[src/shared/dsf_defines.svh]
// register layout, address byte layout and timing counts of the serial port
// assumes a 250 MHz system clock on both ends
`ifndef DSF_DEFINES_SVH
`define DSF_DEFINES_SVH

// ==========================================================
// register file
`define DSF_NREG 32
`define DSF_REG_GCON 5'h00
`define DSF_REG_DMOD 5'h01
`define DSF_REG_FDEV 5'h02
`define DSF_REG_BRS 5'h03
`define DSF_REG_RST 8'h00
`define DSF_GCON_RST 8'h20
`define DSF_DMOD_RST 8'h04
`define DSF_FDEV_RST 8'h03
`define DSF_BRS_RST 8'h07

// ==========================================================
// fields
`define DSF_MODE_HI 7
`define DSF_MODE_LO 5
`define DSF_MODE_RX 3'h3
`define DSF_MODE_TX 3'h4
`define DSF_OOK_BIT 7
`define DSF_DM_HI 3
`define DSF_DM_LO 2
`define DSF_DM_BUF 2'h1
`define DSF_DM_PKT 2'h2
`define DSF_DM_CONT 2'h0
// address byte: bit 7 read flag, bits 4:0 index
`define DSF_RD_BIT 7
`define DSF_IDX_HI 4

// ==========================================================
// fifo and bit timing
`define DSF_FIFO_DEPTH 16
`define DSF_PTR_W 5
`define DSF_BIT_UNIT 24'h00_0032
`define DSF_CLK_MHZ 250
`define DSF_CFG_SCK_MHZ 6
`define DSF_DAT_SCK_MHZ 1
`define DSF_CFG_HALF 8'((`DSF_CLK_MHZ + 2 * `DSF_CFG_SCK_MHZ - 1) / (2 * `DSF_CFG_SCK_MHZ))
`define DSF_DAT_HALF 8'((`DSF_CLK_MHZ + 2 * `DSF_DAT_SCK_MHZ - 1) / (2 * `DSF_DAT_SCK_MHZ))

`endif

[src/shared/dsf_pkg.sv]
// types shared by both ends of the serial port
// assumes nothing beyond a systemverilog compiler
package dsf_pkg;
   typedef enum logic [1:0] {cmd_cfg_wr, cmd_cfg_rd, cmd_fifo_wr, cmd_fifo_rd} dsf_cmd_t;
   typedef enum logic [1:0] {port_none, port_cfg, port_fifo} dsf_port_t;
   typedef enum logic [2:0] {hs_idle, hs_low, hs_high, hs_tail, hs_gap} dsf_hst_t;
endpackage

[src/shared/dsf_link_if.sv]
// serial link between host and transceiver: clock, data in/out, two selects
// assumes the bench resolves the output wire from sdo and sdo_oe
interface dsf_link_if;
   logic sck;
   logic sdi;
   logic config_port_select_n;
   logic fifo_port_select_n;
   logic sdo;
   logic sdo_oe;
   modport device (
      input sck, sdi, config_port_select_n, fifo_port_select_n,
      output sdo, sdo_oe
   );
   modport host (
      output sck, sdi, config_port_select_n, fifo_port_select_n,
      input sdo, sdo_oe
   );
endinterface

[src/logic/dsf_device.sv]
// transceiver end: config and fifo sub-ports, fifo, byte serializer to radio
// assumes the link is asynchronous to clk_in and sampled through two flops
// What this block does
// - config select wins; fifo only if config high
// - mode 0,0; sck idles low
// - master holds select low whole transfer
// - sdo driven only while a select low
// - sdo tri-stateable, keeps last level
// - eight bits per byte per select
// - sample sdi on sck rising edge
// - change sdo on sck falling edge
// - most significant bit first always
// - sck at most 6 or 1 MHz
// - config writes commit at select rise
// - alternating address/value bytes, several writes
// - chained reads alternate address and value
// - config port works in every mode
// - fifo port only in buffered/packet
// - fifo write pushed at select rise
// - fifo reads preferably toggle select
// - fifo is byte wide, byte access
// - transmit serializer sends fifo bytes msb first
// - receive serializer collects bytes into fifo
// - fsk one high deviation; ook one pa on
// - power-on defaults, kept through sleep
// - continuous mode bypasses fifo via data pin
`include "dsf_defines.svh"
module dsf_device (
   // clock and reset
   input wire logic clk_in,
   input wire logic rst_b_in,
   // serial link
   dsf_link_if.device link,
   // radio side
   input wire logic demod_bit_in,
   input wire logic data_pin_in,
   output logic data_pin_out,
   output logic data_pin_oe_out,
   output logic mod_freq_hi_out,
   output logic pa_on_out,
   // status
   output logic [2:0] op_mode_out,
   output logic [7:0] freq_deviation_value_out,
   output logic [`DSF_PTR_W-1:0] fifo_level_out
);
   // ==========================================================
   // input synchronisers
   logic [5:0] s1_r, s2_r;
   always_ff @(posedge clk_in or negedge rst_b_in) begin
      if (!rst_b_in) begin
         {s1_r, s2_r} <= 12'hc30; // idle link levels, no false sck edge
      end else begin
         s1_r <= {link.config_port_select_n, link.fifo_port_select_n, link.sck, link.sdi,
                  demod_bit_in, data_pin_in};
         s2_r <= s1_r;
      end
   end
   logic cfg_n_s, fifo_n_s, sck_s, sdi_s, demod_s, data_s;
   assign {cfg_n_s, fifo_n_s, sck_s, sdi_s, demod_s, data_s} = s2_r;
   // ==========================================================
   // registers, mode decode, port select
   logic [7:0] cfg_r [`DSF_NREG];
   logic [7:0] stage_r [`DSF_NREG];
   logic [`DSF_NREG-1:0] stage_v_r;
   logic [2:0] mode;
   logic [1:0] dm;
   logic fifo_mode, cont_mode, rd_mode, sck_p_r, sel_p_r, cfg_p_r, fifo_p_r, byte_done;
   dsf_pkg::dsf_port_t port;
   assign mode = cfg_r[`DSF_REG_GCON][`DSF_MODE_HI:`DSF_MODE_LO];
   assign dm = cfg_r[`DSF_REG_DMOD][`DSF_DM_HI:`DSF_DM_LO];
   assign fifo_mode = (dm == `DSF_DM_BUF) || (dm == `DSF_DM_PKT);
   assign cont_mode = (dm == `DSF_DM_CONT);
   assign rd_mode = (mode == `DSF_MODE_RX);
   always_comb begin
      port = dsf_pkg::port_none;
      if (!cfg_n_s)
         port = dsf_pkg::port_cfg;
      else if (!fifo_n_s && fifo_mode)
         port = dsf_pkg::port_fifo;
   end
   logic cfg_sel, fifo_sel, sel_any, sck_rise, sck_fall, sel_start, cfg_end, fifo_end;
   assign cfg_sel = (port == dsf_pkg::port_cfg);
   assign fifo_sel = (port == dsf_pkg::port_fifo);
   assign sel_any = cfg_sel | fifo_sel;
   assign sck_rise = sck_s & ~sck_p_r;
   assign sck_fall = ~sck_s & sck_p_r;
   assign sel_start = sel_any & ~sel_p_r;
   assign cfg_end = cfg_p_r & ~cfg_sel;
   assign fifo_end = fifo_p_r & ~fifo_sel;
   always_ff @(posedge clk_in or negedge rst_b_in) begin
      if (!rst_b_in)
         {sck_p_r, sel_p_r, cfg_p_r, fifo_p_r} <= 4'h0;
      else
         {sck_p_r, sel_p_r, cfg_p_r, fifo_p_r} <= {sck_s, sel_any, cfg_sel, fifo_sel};
   end
   // ==========================================================
   // receive shifter
   logic [2:0] bit_cnt_r;
   logic [6:0] rx_sh_r;
   logic [7:0] rx_byte, wr_byte_r;
   assign byte_done = sel_any & sck_rise & (bit_cnt_r == 3'h7);
   assign rx_byte = {rx_sh_r, sdi_s};
   always_ff @(posedge clk_in or negedge rst_b_in) begin
      if (!rst_b_in) begin
         {bit_cnt_r, rx_sh_r} <= 10'h000;
      end else if (!sel_any) begin
         bit_cnt_r <= 3'h0;
      end else if (sck_rise) begin
         rx_sh_r <= {rx_sh_r[5:0], sdi_s};
         bit_cnt_r <= bit_cnt_r + 3'h1;
      end
   end
   // ==========================================================
   // config sub-port: address/value alternation and staged writes
   logic val_phase_r, rd_r, got_byte_r, sdo_r;
   logic [`DSF_IDX_HI:0] addr_r;
   always_ff @(posedge clk_in or negedge rst_b_in) begin
      if (!rst_b_in) begin
         {val_phase_r, rd_r, addr_r} <= 7'h00;
      end else if (!cfg_sel) begin
         val_phase_r <= 1'b0;
      end else if (byte_done) begin
         val_phase_r <= ~val_phase_r;
         if (!val_phase_r) begin
            addr_r <= rx_byte[`DSF_IDX_HI:0];
            rd_r <= rx_byte[`DSF_RD_BIT];
         end
      end
   end
   always_ff @(posedge clk_in or negedge rst_b_in) begin
      if (!rst_b_in) begin
         stage_v_r <= '0;
         for (int i = 0; i < `DSF_NREG; i++) begin
            stage_r[i] <= `DSF_REG_RST;
            cfg_r[i] <= `DSF_REG_RST;
         end
         cfg_r[`DSF_REG_GCON] <= `DSF_GCON_RST;
         cfg_r[`DSF_REG_DMOD] <= `DSF_DMOD_RST;
         cfg_r[`DSF_REG_FDEV] <= `DSF_FDEV_RST;
         cfg_r[`DSF_REG_BRS] <= `DSF_BRS_RST;
      end else if (cfg_end) begin
         for (int i = 0; i < `DSF_NREG; i++) begin
            if (stage_v_r[i])
               cfg_r[i] <= stage_r[i];
         end
         stage_v_r <= '0;
      end else if (cfg_sel && byte_done && val_phase_r && !rd_r) begin
         stage_r[addr_r] <= rx_byte;
         stage_v_r[addr_r] <= 1'b1;
      end
   end
   // ==========================================================
   // fifo
   logic [7:0] mem_r [`DSF_FIFO_DEPTH];
   logic [`DSF_PTR_W-1:0] wr_r, rd_ptr_r, level;
   logic full, empty, push, pop, spi_push, spi_pop, ser_push, ser_pop;
   logic [7:0] push_byte, ser_byte, head, next_head;
   assign level = wr_r - rd_ptr_r;
   assign full = (level == `DSF_PTR_W'(`DSF_FIFO_DEPTH));
   assign empty = (level == '0);
   assign head = mem_r[rd_ptr_r[`DSF_PTR_W-2:0]];
   assign next_head = mem_r[rd_ptr_r[`DSF_PTR_W-2:0] + 4'h1];
   assign push = (spi_push | ser_push) & ~full;
   assign pop = (spi_pop | ser_pop) & ~empty;
   assign push_byte = spi_push ? wr_byte_r : ser_byte;
   always_ff @(posedge clk_in or negedge rst_b_in) begin
      if (!rst_b_in) begin
         {wr_r, rd_ptr_r} <= 10'h000;
      end else begin
         if (push) begin
            mem_r[wr_r[`DSF_PTR_W-2:0]] <= push_byte;
            wr_r <= wr_r + `DSF_PTR_W'(1);
         end
         if (pop)
            rd_ptr_r <= rd_ptr_r + `DSF_PTR_W'(1);
      end
   end
   // ==========================================================
   // fifo sub-port
   assign spi_push = fifo_end & got_byte_r & ~rd_mode;
   assign spi_pop = fifo_sel & rd_mode & byte_done;
   always_ff @(posedge clk_in or negedge rst_b_in) begin
      if (!rst_b_in) begin
         {wr_byte_r, got_byte_r} <= 9'h000;
      end else if (sel_start) begin
         got_byte_r <= 1'b0;
      end else if (fifo_sel && byte_done && !rd_mode) begin
         wr_byte_r <= rx_byte;
         got_byte_r <= 1'b1;
      end
   end
   // ==========================================================
   // serial output, bus-hold on sdo
   logic [7:0] tx_sh_r, first;
   assign first = (fifo_sel && rd_mode && !empty) ? head : 8'h00;
   always_ff @(posedge clk_in or negedge rst_b_in) begin
      if (!rst_b_in) begin
         {tx_sh_r, sdo_r} <= 9'h000;
      end else if (sel_start) begin
         sdo_r <= first[7];
         tx_sh_r <= {first[6:0], 1'b0};
      end else if (cfg_sel && byte_done && !val_phase_r) begin
         tx_sh_r <= rx_byte[`DSF_RD_BIT] ? cfg_r[rx_byte[`DSF_IDX_HI:0]] : 8'h00;
      end else if (spi_pop) begin
         tx_sh_r <= (level > `DSF_PTR_W'(1)) ? next_head : 8'h00;
      end else if (sel_any && sck_fall) begin
         sdo_r <= tx_sh_r[7];
         tx_sh_r <= {tx_sh_r[6:0], 1'b0};
      end
   end
   assign link.sdo = sdo_r;
   assign link.sdo_oe = sel_any;
   // ==========================================================
   // byte serializer between fifo and radio
   logic [23:0] bt_cnt_r, bt_lim;
   logic tick, tx_on, rx_on, tx_bit_r;
   logic [7:0] byte_serializer_r;
   logic [3:0] ser_cnt_r;
   assign bt_lim = (24'(cfg_r[`DSF_REG_BRS]) + 24'h00_0001) * `DSF_BIT_UNIT;
   assign tick = (bt_cnt_r >= bt_lim - 24'h00_0001);
   assign tx_on = fifo_mode & (mode == `DSF_MODE_TX);
   assign rx_on = fifo_mode & rd_mode;
   assign ser_pop = tx_on & tick & (ser_cnt_r == 4'h0) & ~empty;
   assign ser_push = rx_on & tick & (ser_cnt_r == 4'h7);
   assign ser_byte = {byte_serializer_r[6:0], demod_s};
   always_ff @(posedge clk_in or negedge rst_b_in) begin
      if (!rst_b_in)
         bt_cnt_r <= 24'h00_0000;
      else
         bt_cnt_r <= tick ? 24'h00_0000 : bt_cnt_r + 24'h00_0001;
   end
   always_ff @(posedge clk_in or negedge rst_b_in) begin
      if (!rst_b_in) begin
         {byte_serializer_r, ser_cnt_r, tx_bit_r} <= 13'h0000;
      end else if (!tx_on && !rx_on) begin
         ser_cnt_r <= 4'h0;
      end else if (tick && tx_on) begin
         if (ser_cnt_r != 4'h0) begin
            tx_bit_r <= byte_serializer_r[7];
            byte_serializer_r <= {byte_serializer_r[6:0], 1'b0};
            ser_cnt_r <= ser_cnt_r - 4'h1;
         end else if (!empty) begin
            tx_bit_r <= head[7];
            byte_serializer_r <= {head[6:0], 1'b0};
            ser_cnt_r <= 4'h7;
         end
      end else if (tick) begin
         byte_serializer_r <= ser_byte;
         ser_cnt_r <= (ser_cnt_r == 4'h7) ? 4'h0 : ser_cnt_r + 4'h1;
      end
   end
   // ==========================================================
   // modulator and data pin
   logic mod_bit;
   assign mod_bit = cont_mode ? data_s : tx_bit_r;
   always_ff @(posedge clk_in or negedge rst_b_in) begin
      if (!rst_b_in) begin
         {mod_freq_hi_out, pa_on_out, data_pin_out, data_pin_oe_out} <= 4'h0;
         {op_mode_out, freq_deviation_value_out, fifo_level_out} <= 16'h0000;
      end else begin
         mod_freq_hi_out <= mod_bit;
         pa_on_out <= (mode == `DSF_MODE_TX) &&
                      (cfg_r[`DSF_REG_DMOD][`DSF_OOK_BIT] ? mod_bit : 1'b1);
         data_pin_out <= demod_s;
         data_pin_oe_out <= cont_mode & rd_mode;
         op_mode_out <= mode;
         freq_deviation_value_out <= cfg_r[`DSF_REG_FDEV];
         fifo_level_out <= level;
      end
   end
endmodule

[src/flat_wrapper.sv]
// flat-port wrapper written by rule: the top's interface ports become plain ports
module dsf_device_flat 
  (clk_in, rst_b_in, demod_bit_in, data_pin_in, data_pin_out, data_pin_oe_out, mod_freq_hi_out, pa_on_out, op_mode_out, freq_deviation_value_out, fifo_level_out, link_sck, link_sdi, link_config_port_select_n, link_fifo_port_select_n, link_sdo, link_sdo_oe);
  dsf_link_if link_i ();
  input wire logic clk_in;
  input wire logic rst_b_in;
  input wire logic demod_bit_in;
  input wire logic data_pin_in;
  output logic data_pin_out;
  output logic data_pin_oe_out;
  output logic mod_freq_hi_out;
  output logic pa_on_out;
  output logic [2:0] op_mode_out;
  output logic [7:0] freq_deviation_value_out;
  output logic [`DSF_PTR_W-1:0] fifo_level_out;
  input wire logic [$bits(link_i.sck)-1:0] link_sck;
  input wire logic [$bits(link_i.sdi)-1:0] link_sdi;
  input wire logic [$bits(link_i.config_port_select_n)-1:0] link_config_port_select_n;
  input wire logic [$bits(link_i.fifo_port_select_n)-1:0] link_fifo_port_select_n;
  output wire logic [$bits(link_i.sdo)-1:0] link_sdo;
  output wire logic [$bits(link_i.sdo_oe)-1:0] link_sdo_oe;
  assign link_i.sck = link_sck;
  assign link_i.sdi = link_sdi;
  assign link_i.config_port_select_n = link_config_port_select_n;
  assign link_i.fifo_port_select_n = link_fifo_port_select_n;
  assign link_sdo = link_i.sdo;
  assign link_sdo_oe = link_i.sdo_oe;
  dsf_device u_core (.clk_in(clk_in), .rst_b_in(rst_b_in), .link(link_i), .demod_bit_in(demod_bit_in), .data_pin_in(data_pin_in), .data_pin_out(data_pin_out), .data_pin_oe_out(data_pin_oe_out), .mod_freq_hi_out(mod_freq_hi_out), .pa_on_out(pa_on_out), .op_mode_out(op_mode_out), .freq_deviation_value_out(freq_deviation_value_out), .fifo_level_out(fifo_level_out));
endmodule
[config.mk]
export PLATFORM = sky130hd
export DESIGN_NAME = dsf_device_flat
export DESIGN_NICKNAME = d
export VERILOG_FILES = /design/src/shared/dsf_pkg.sv /design/src/shared/dsf_link_if.sv /design/src/logic/dsf_device.sv /design/src/flat_wrapper.sv
export VERILOG_INCLUDE_DIRS = /design/src /design/src/shared
export SDC_FILE = /design/constraint.sdc
export NUM_CORES = 1
export LEC_CHECK = 0
export ABC_AREA = 0
export BUFFER_PORTS_ARGS = -buffer_cell sky130_fd_sc_hd__clkbuf_2
export CAP_MARGIN = 5
export CORE_ASPECT_RATIO = 1.25
export CORE_MARGIN = 2
export CORE_UTILIZATION = 60
export DETAILED_ROUTE_END_ITERATION = 7
export MAX_ROUTING_LAYER = met4
export PLACE_DENSITY = 0.88
export SYNTH_ARGS = -nofsm -noshare
export SYNTH_HDL_FRONTEND = slang
export SYNTH_SLANG_ARGS = --single-unit
[constraint.sdc]
create_clock -name clk_in -period 16.1 [get_ports clk_in]
set_input_delay 0.805 -clock clk_in [delete_from_list [all_inputs] [get_ports clk_in]]
set_output_delay 0.805 -clock clk_in [all_outputs]
set_load 0.01 [all_outputs]
# Word-level counts from Yosys, hierarchy flattened
# Memories as Yosys holds them, arrays and structs flattened.
# Index checks and enable logic that the tools add are counted.
# totals
reg_bits	662
latch_bits	0
ramBits	128
mem_bits_ro	0
in_bits	8
wordCells	288
mem_count	1
# op_classes
add_sub_neg	10
multipliers	1
div_mod_pow	0
n_lt_le_gt_ge	7
n_eq_ne	16
n_shift	0
mux	47
bitwise	39
n_reduce_logical	74
# memory_table
name	depth	width	rd	rd_ports_with_merged_regs	write_ports	line	text
u_core.mem_r	16	8	2	0	1	dsf_device.sv:154	logic [7:0] mem_r [`DSF_FIFO_DEPTH];
# ops
op	n
$bwmux W256	1
$mux W8	15
$reduce_and A2 Y1	36
$mux W32	2
$bmux W8 S5	1
$demux W8 S5	1
$or A32 B32 Y32	1
$add A24 B1 Y24 const B	1
$ge A24 B24 Y1	1
$mul A24 B5 Y23 const B	1
$mux W24	1
$mux W4	6
$sub A24 B1 Y24 const B	1
$and A1 B1 Y1	21
$logic_and A1 B1 Y1	16
$mux W1	15
$ge A6 B6 Y1 const B	2
$not A1 Y1	12
$not A5 Y6	2
$reduce_and A3 Y1	4
$add A5 B1 Y5 const B	2
$add A8 B1 Y9 const B	1
$add A4 B1 Y4 const B	2
$reduce_bool A2 Y1	4
other kinds (28)	45

# Longest topological paths before layout
# depth
word_depth	15
ltp_mapped	28
mapped_depth_nobuf	24

# Worst setup path after synthesis
# OpenSTA, ideal clock, no wires.
# synth_path
kind	register -> register
startpoint	reg u_core.cfg_r[224] (netlist name)
endpoint	mem u_core.mem_r[10][0] (enable)
arrival_time_ps	6341
slack_ps	9365
stages_incl_launch_ff	24
period_less_slack_ps	6735
path_cell_list	dfstp_2 clkbuf_1 inv_1 ha_1 inv_1 ha_1 ha_1 ha_1 inv_1 fa_1 nor2b_1 o22ai_1 xnor2_1 or3_1 nor3_1 nand4_1 ha_1 nand4_1 a2111oi_0 and3_1 o31ai_1 a22o_1 clkbuf_1 nor4_1
# synth_via
elab_chain_len	11
# synth_lines
item	line	text
start: declaration	dsf_device.sv:62	logic [7:0] cfg_r [`DSF_NREG];
start signal: indexed assignment	dsf_device.sv:135	cfg_r[i] <= `DSF_REG_RST;
start signal: indexed assignment	dsf_device.sv:137	cfg_r[`DSF_REG_GCON] <= `DSF_GCON_RST;
start signal: indexed assignment	dsf_device.sv:138	cfg_r[`DSF_REG_DMOD] <= `DSF_DMOD_RST;
$add A8 B1 Y9	dsf_device.sv:219	assign bt_lim = (24'(cfg_r[`DSF_REG_BRS]) + 24'h00_0001) * `DSF_BIT_UNIT;
$mul A24 B5 Y23 (no line)	n/a	
$sub A24 B1 Y24	dsf_device.sv:220	assign tick = (bt_cnt_r >= bt_lim - 24'h00_0001);
$ge A24 B24 Y1	dsf_device.sv:220	
$and A1 B1 Y1 (2 in series)	dsf_device.sv:224	assign ser_push = rx_on & tick & (ser_cnt_r == 4'h7);
$or A1 B1 Y1	dsf_device.sv:163	assign push = (spi_push | ser_push) & ~full;
$and A1 B1 Y1	dsf_device.sv:163	
$mux W1	dsf_device.sv:170	if (push) begin
$logic_and A1 B1 Y1	dsf_device.sv:171	mem_r[wr_r[`DSF_PTR_W-2:0]] <= push_byte;
$mux W1	dsf_device.sv:171	
end: declaration	dsf_device.sv:154	
# No other way between the ends.

# Worst setup path in the final report
# layout_path
startpoint	reg u_core.cfg_r[224] (netlist name)
endpoint	mem u_core.mem_r[5][7] (enable)
# Same word-level chain as after synthesis.

==> impl_metrics.json <==
{
  "ys_types": 74,
  "synth.cell_area_um2": 35200,
  "place_congestion": 0.970,
  "fp-row-count": 99,
  "drc": 0,
  "placed_cells": 3020,
  "grt_pass1_wl_um": 125000,
  "fin_setup_tns_ps": 0,
  "final-setup-viol-count": 0,
  "max-slew-margin-rel_pct": 18.3,
  "place_hpwl_um": 51100,
  "utilization_pct": 66.3,
  "cts-hold-fix-buffers": 0,
  "crit_family": "simple AND/OR/NAND/NOR gates",
  "final_cell_mix": "dfrtp_1 (644), mux2_2 (543), mux4_2 (152)",
  "cts-root-buf": "clkbuf_16",
  "critPathRequiredTime_ps": 16330,
  "drt_wl_total_um": 78900,
  "ant_nets": 0,
  "reg2regPathDepth": 22,
  "antenna_found_initial": 0,
  "yosys_warnings": 0,
  "worst_ep_arrival_time_ps": 7730,
  "post-route-period-util_pct": 46.5,
  "htree_levels": 3,
  "fin_skew_ps": 29.1,
  "layout.nets": 2425,
  "synth_ff_type": "dfrtp_1",
  "critPathBufInv": 2,
  "io_pins": 30,
  "drtIter0Drc": 1978,
  "cts_resized": 0,
  "cp.depth": 22,
  "cp_slowest_cell": "nor3_1",
  "dr.pass1.iters": 5,
  "cts_tree": "yes",
  "cts_inserted_buffers": 74,
  "synthCells": 2305,
  "wl_per_cell_um": 25.0,
  "synth_edf_count": 128,
  "grt_max_degree": 195,
  "first_global_vias": 21472,
  "async_flop_share_pct": 83.8,
  "worst_slew_pin_slew_ps": 1210,
  "grt_usage_pct": 27.8,
  "clkSinkCount": 790,
  "synth_area_leader_cell": "dfrtp_1",
  "die_y_um": 275,
  "synth_top_area_share_pct": 46.3,
  "core_um2": 58200,
  "crit_top_cell": "ha_1",
  "portBuffers": 29,
  "outcome": "complete, no violations",
  "maxSlewViolCount": 0,
  "vias_per_cell": 6.44,
  "vias": 20321,
  "ys_seq_area_share_pct": 58.0,
  "clock.fmax_mhz": 133,
  "rsz0062_at_grt": "no",
  "ir_drop_uv": 93.2,
  "syn-mean-instance-area_um2": 15.3,
  "die-area_um2": 60700,
  "diodes": 0,
  "dp_slack_ps": 8570,
  "cp_cell_sequence": "ha_1 > nand3_1 > xnor2_1 > ha_1 > ha_1 > inv_1 > fa_1 > inv_1 > ha_1 > or2_1 > o22ai_1 > xnor2_1 > or3_1 > nor3_1 > nand4_1 > ha_1 > nand4_1 > a2111oi_0 > and3_1 > o31ai_1 > a22o_1 > nor3_1",
  "min_period_ps": 7490,
  "setup_slack_ps": 8610,
  "leakage_nw": 18.3,
  "drive_gt1_share_pct": 38.7,
  "finalHoldViolations": 0,
  "hp-class": "in -> async",
  "max_cap_viol_count": 0,
  "crit_path_max_incr_delay_ps": 1020,
  "fp.dieW_um": 221,
  "layoutNonFillerInstCount": 3156,
  "clkTransAtPathRegs_ps": 70,
  "start_util_pct": 60.5,
  "critPathCaptureType": "flip-flop",
  "synth_nets": 2391,
  "final_common_cell": "dfrtp_1",
  "critPathKind": "reg -> reg",
  "crit_fanout": 16,
  "cts_setup_buffers": 0,
  "clkLatencyLatePin_ps": 630,
  "synth_seq_cells": 790,
  "grt.overflow.total": 0,
  "num-fill-cells": 3768,
  "power.density_nw_per_um2": 105,
  "area_delta_synth_final_pct": 9.60,
  "synth_top_cells_by_area": "dfrtp_1 (46%), mux2_2 (17%), edfxtp_1 (11%)",
  "clockBufferDepth": 3,
  "total_power_mw": 4.06,
  "crit_path_start_kind": "flip-flop"
}
==> Yosys cell counts, drive strengths merged, types with 19 or more instances <==
master	instances
nand3	28
mux4	152
xnor2	28
xor2	33
inv	53
mux2i	19
buf	38
mux2	543
clkbuf	63
nand4	22
edfxtp	128
a21oi	32
a21o	19
nand2	126
dfrtp	651
o21ai	30
ha	73
nor3	27
nor2	77
==> sequential cells by signal, indices dropped and copies added (netlist names), 7 cells and up <==
signal,flops
u_core.cfg_r,256
u_core.stage_r,256
u_core.mem_r,128
u_core.stage_v_r,32
u_core.bt_cnt_r,24
u_core.byte_serializer_r,8
u_core.freq_deviation_value_out,8
u_core.tx_sh_r,8
u_core.wr_byte_r,8
u_core.rx_sh_r,7
==> worst paths after layout <==
path	start	endpoint	slack [ps]
worst max register to register	u_core.cfg_r[224]	u_core.mem_r[5][7]	8610
worst min register to register	u_core.s1_r[2]	u_core.s2_r[2]	350
worst min-delay path	rst_b_in	u_core.stage_r[186]	200
min in group clk_in	link_fifo_port_select_n	u_core.s1_r[4]	270
max in group asynchronous	rst_b_in	u_core.stage_r[71]	13360
worst max-delay path	u_core.cfg_r[224]	u_core.mem_r[5][7]	8610
==> metal layers <==
metal | routed length, um | vias to the layer above | GRT usage [%]
met4 | 3150 | 0 | 11.7
met5 | 0 | - | -
li1 | - | 8635 | -
met1 | 30800 | 10768 | 34.8
met3 | 4390 | 189 | 3.78
met2 | 40600 | 729 | 45.7
==> through the flow <==
stage | cell area (um2) | hold slack [ps]
5_1_grt | 38600 | 257
6_report | 38600 | 205
2_1_floorplan | 35200 | 331
3_3_place_gp | 36100 | 335
3_5_place_dp | 36100 | 337
4_1_cts | 38600 | 228
==> cells by family after synthesis <==
kind of cell | share of synthesized area [%]
AOI/OAI and AO/OA | 3.09
xor gates and xnor gates | 1.52
adders and majority gates | 2.88
buffers and inverters | 1.83
DFF | 58.0
muxes | 27.6
and+or+nand+nor | 5.08
==> power breakdown <==
part           switching, mW  internal, mW
logic                  0.158        0.0495
registers             0.0358          2.04
clock network          0.768          1.01
==> worst reg2reg max path: cells and delay by family, from the launching register on <==
family	cells	cell delay, ps
and+or+nand+nor	8	2940
xor gates and xnor gates	2	290
DFF	1	610
buffers and inverters	2	90
AOI/OAI and AO/OA	4	1210
adders and majority gates	6	1940
==> area by class of cell <==
class / count / area, um2 / share of cell area (%)
clock buffers: 103 / 2110 / 5.47
repair buffers: 59 / 393 / 1.02
inverters: 53 / 199 / 0.515
well taps: 757 / 947 / 2.45
clock inverters: 33 / 353 / 0.914
multi-input cells: 1361 / 14200 / 36.7
flip-flops and latches: 790 / 20400 / 52.9
Note: power is estimated with default switching activity, not from simulation.
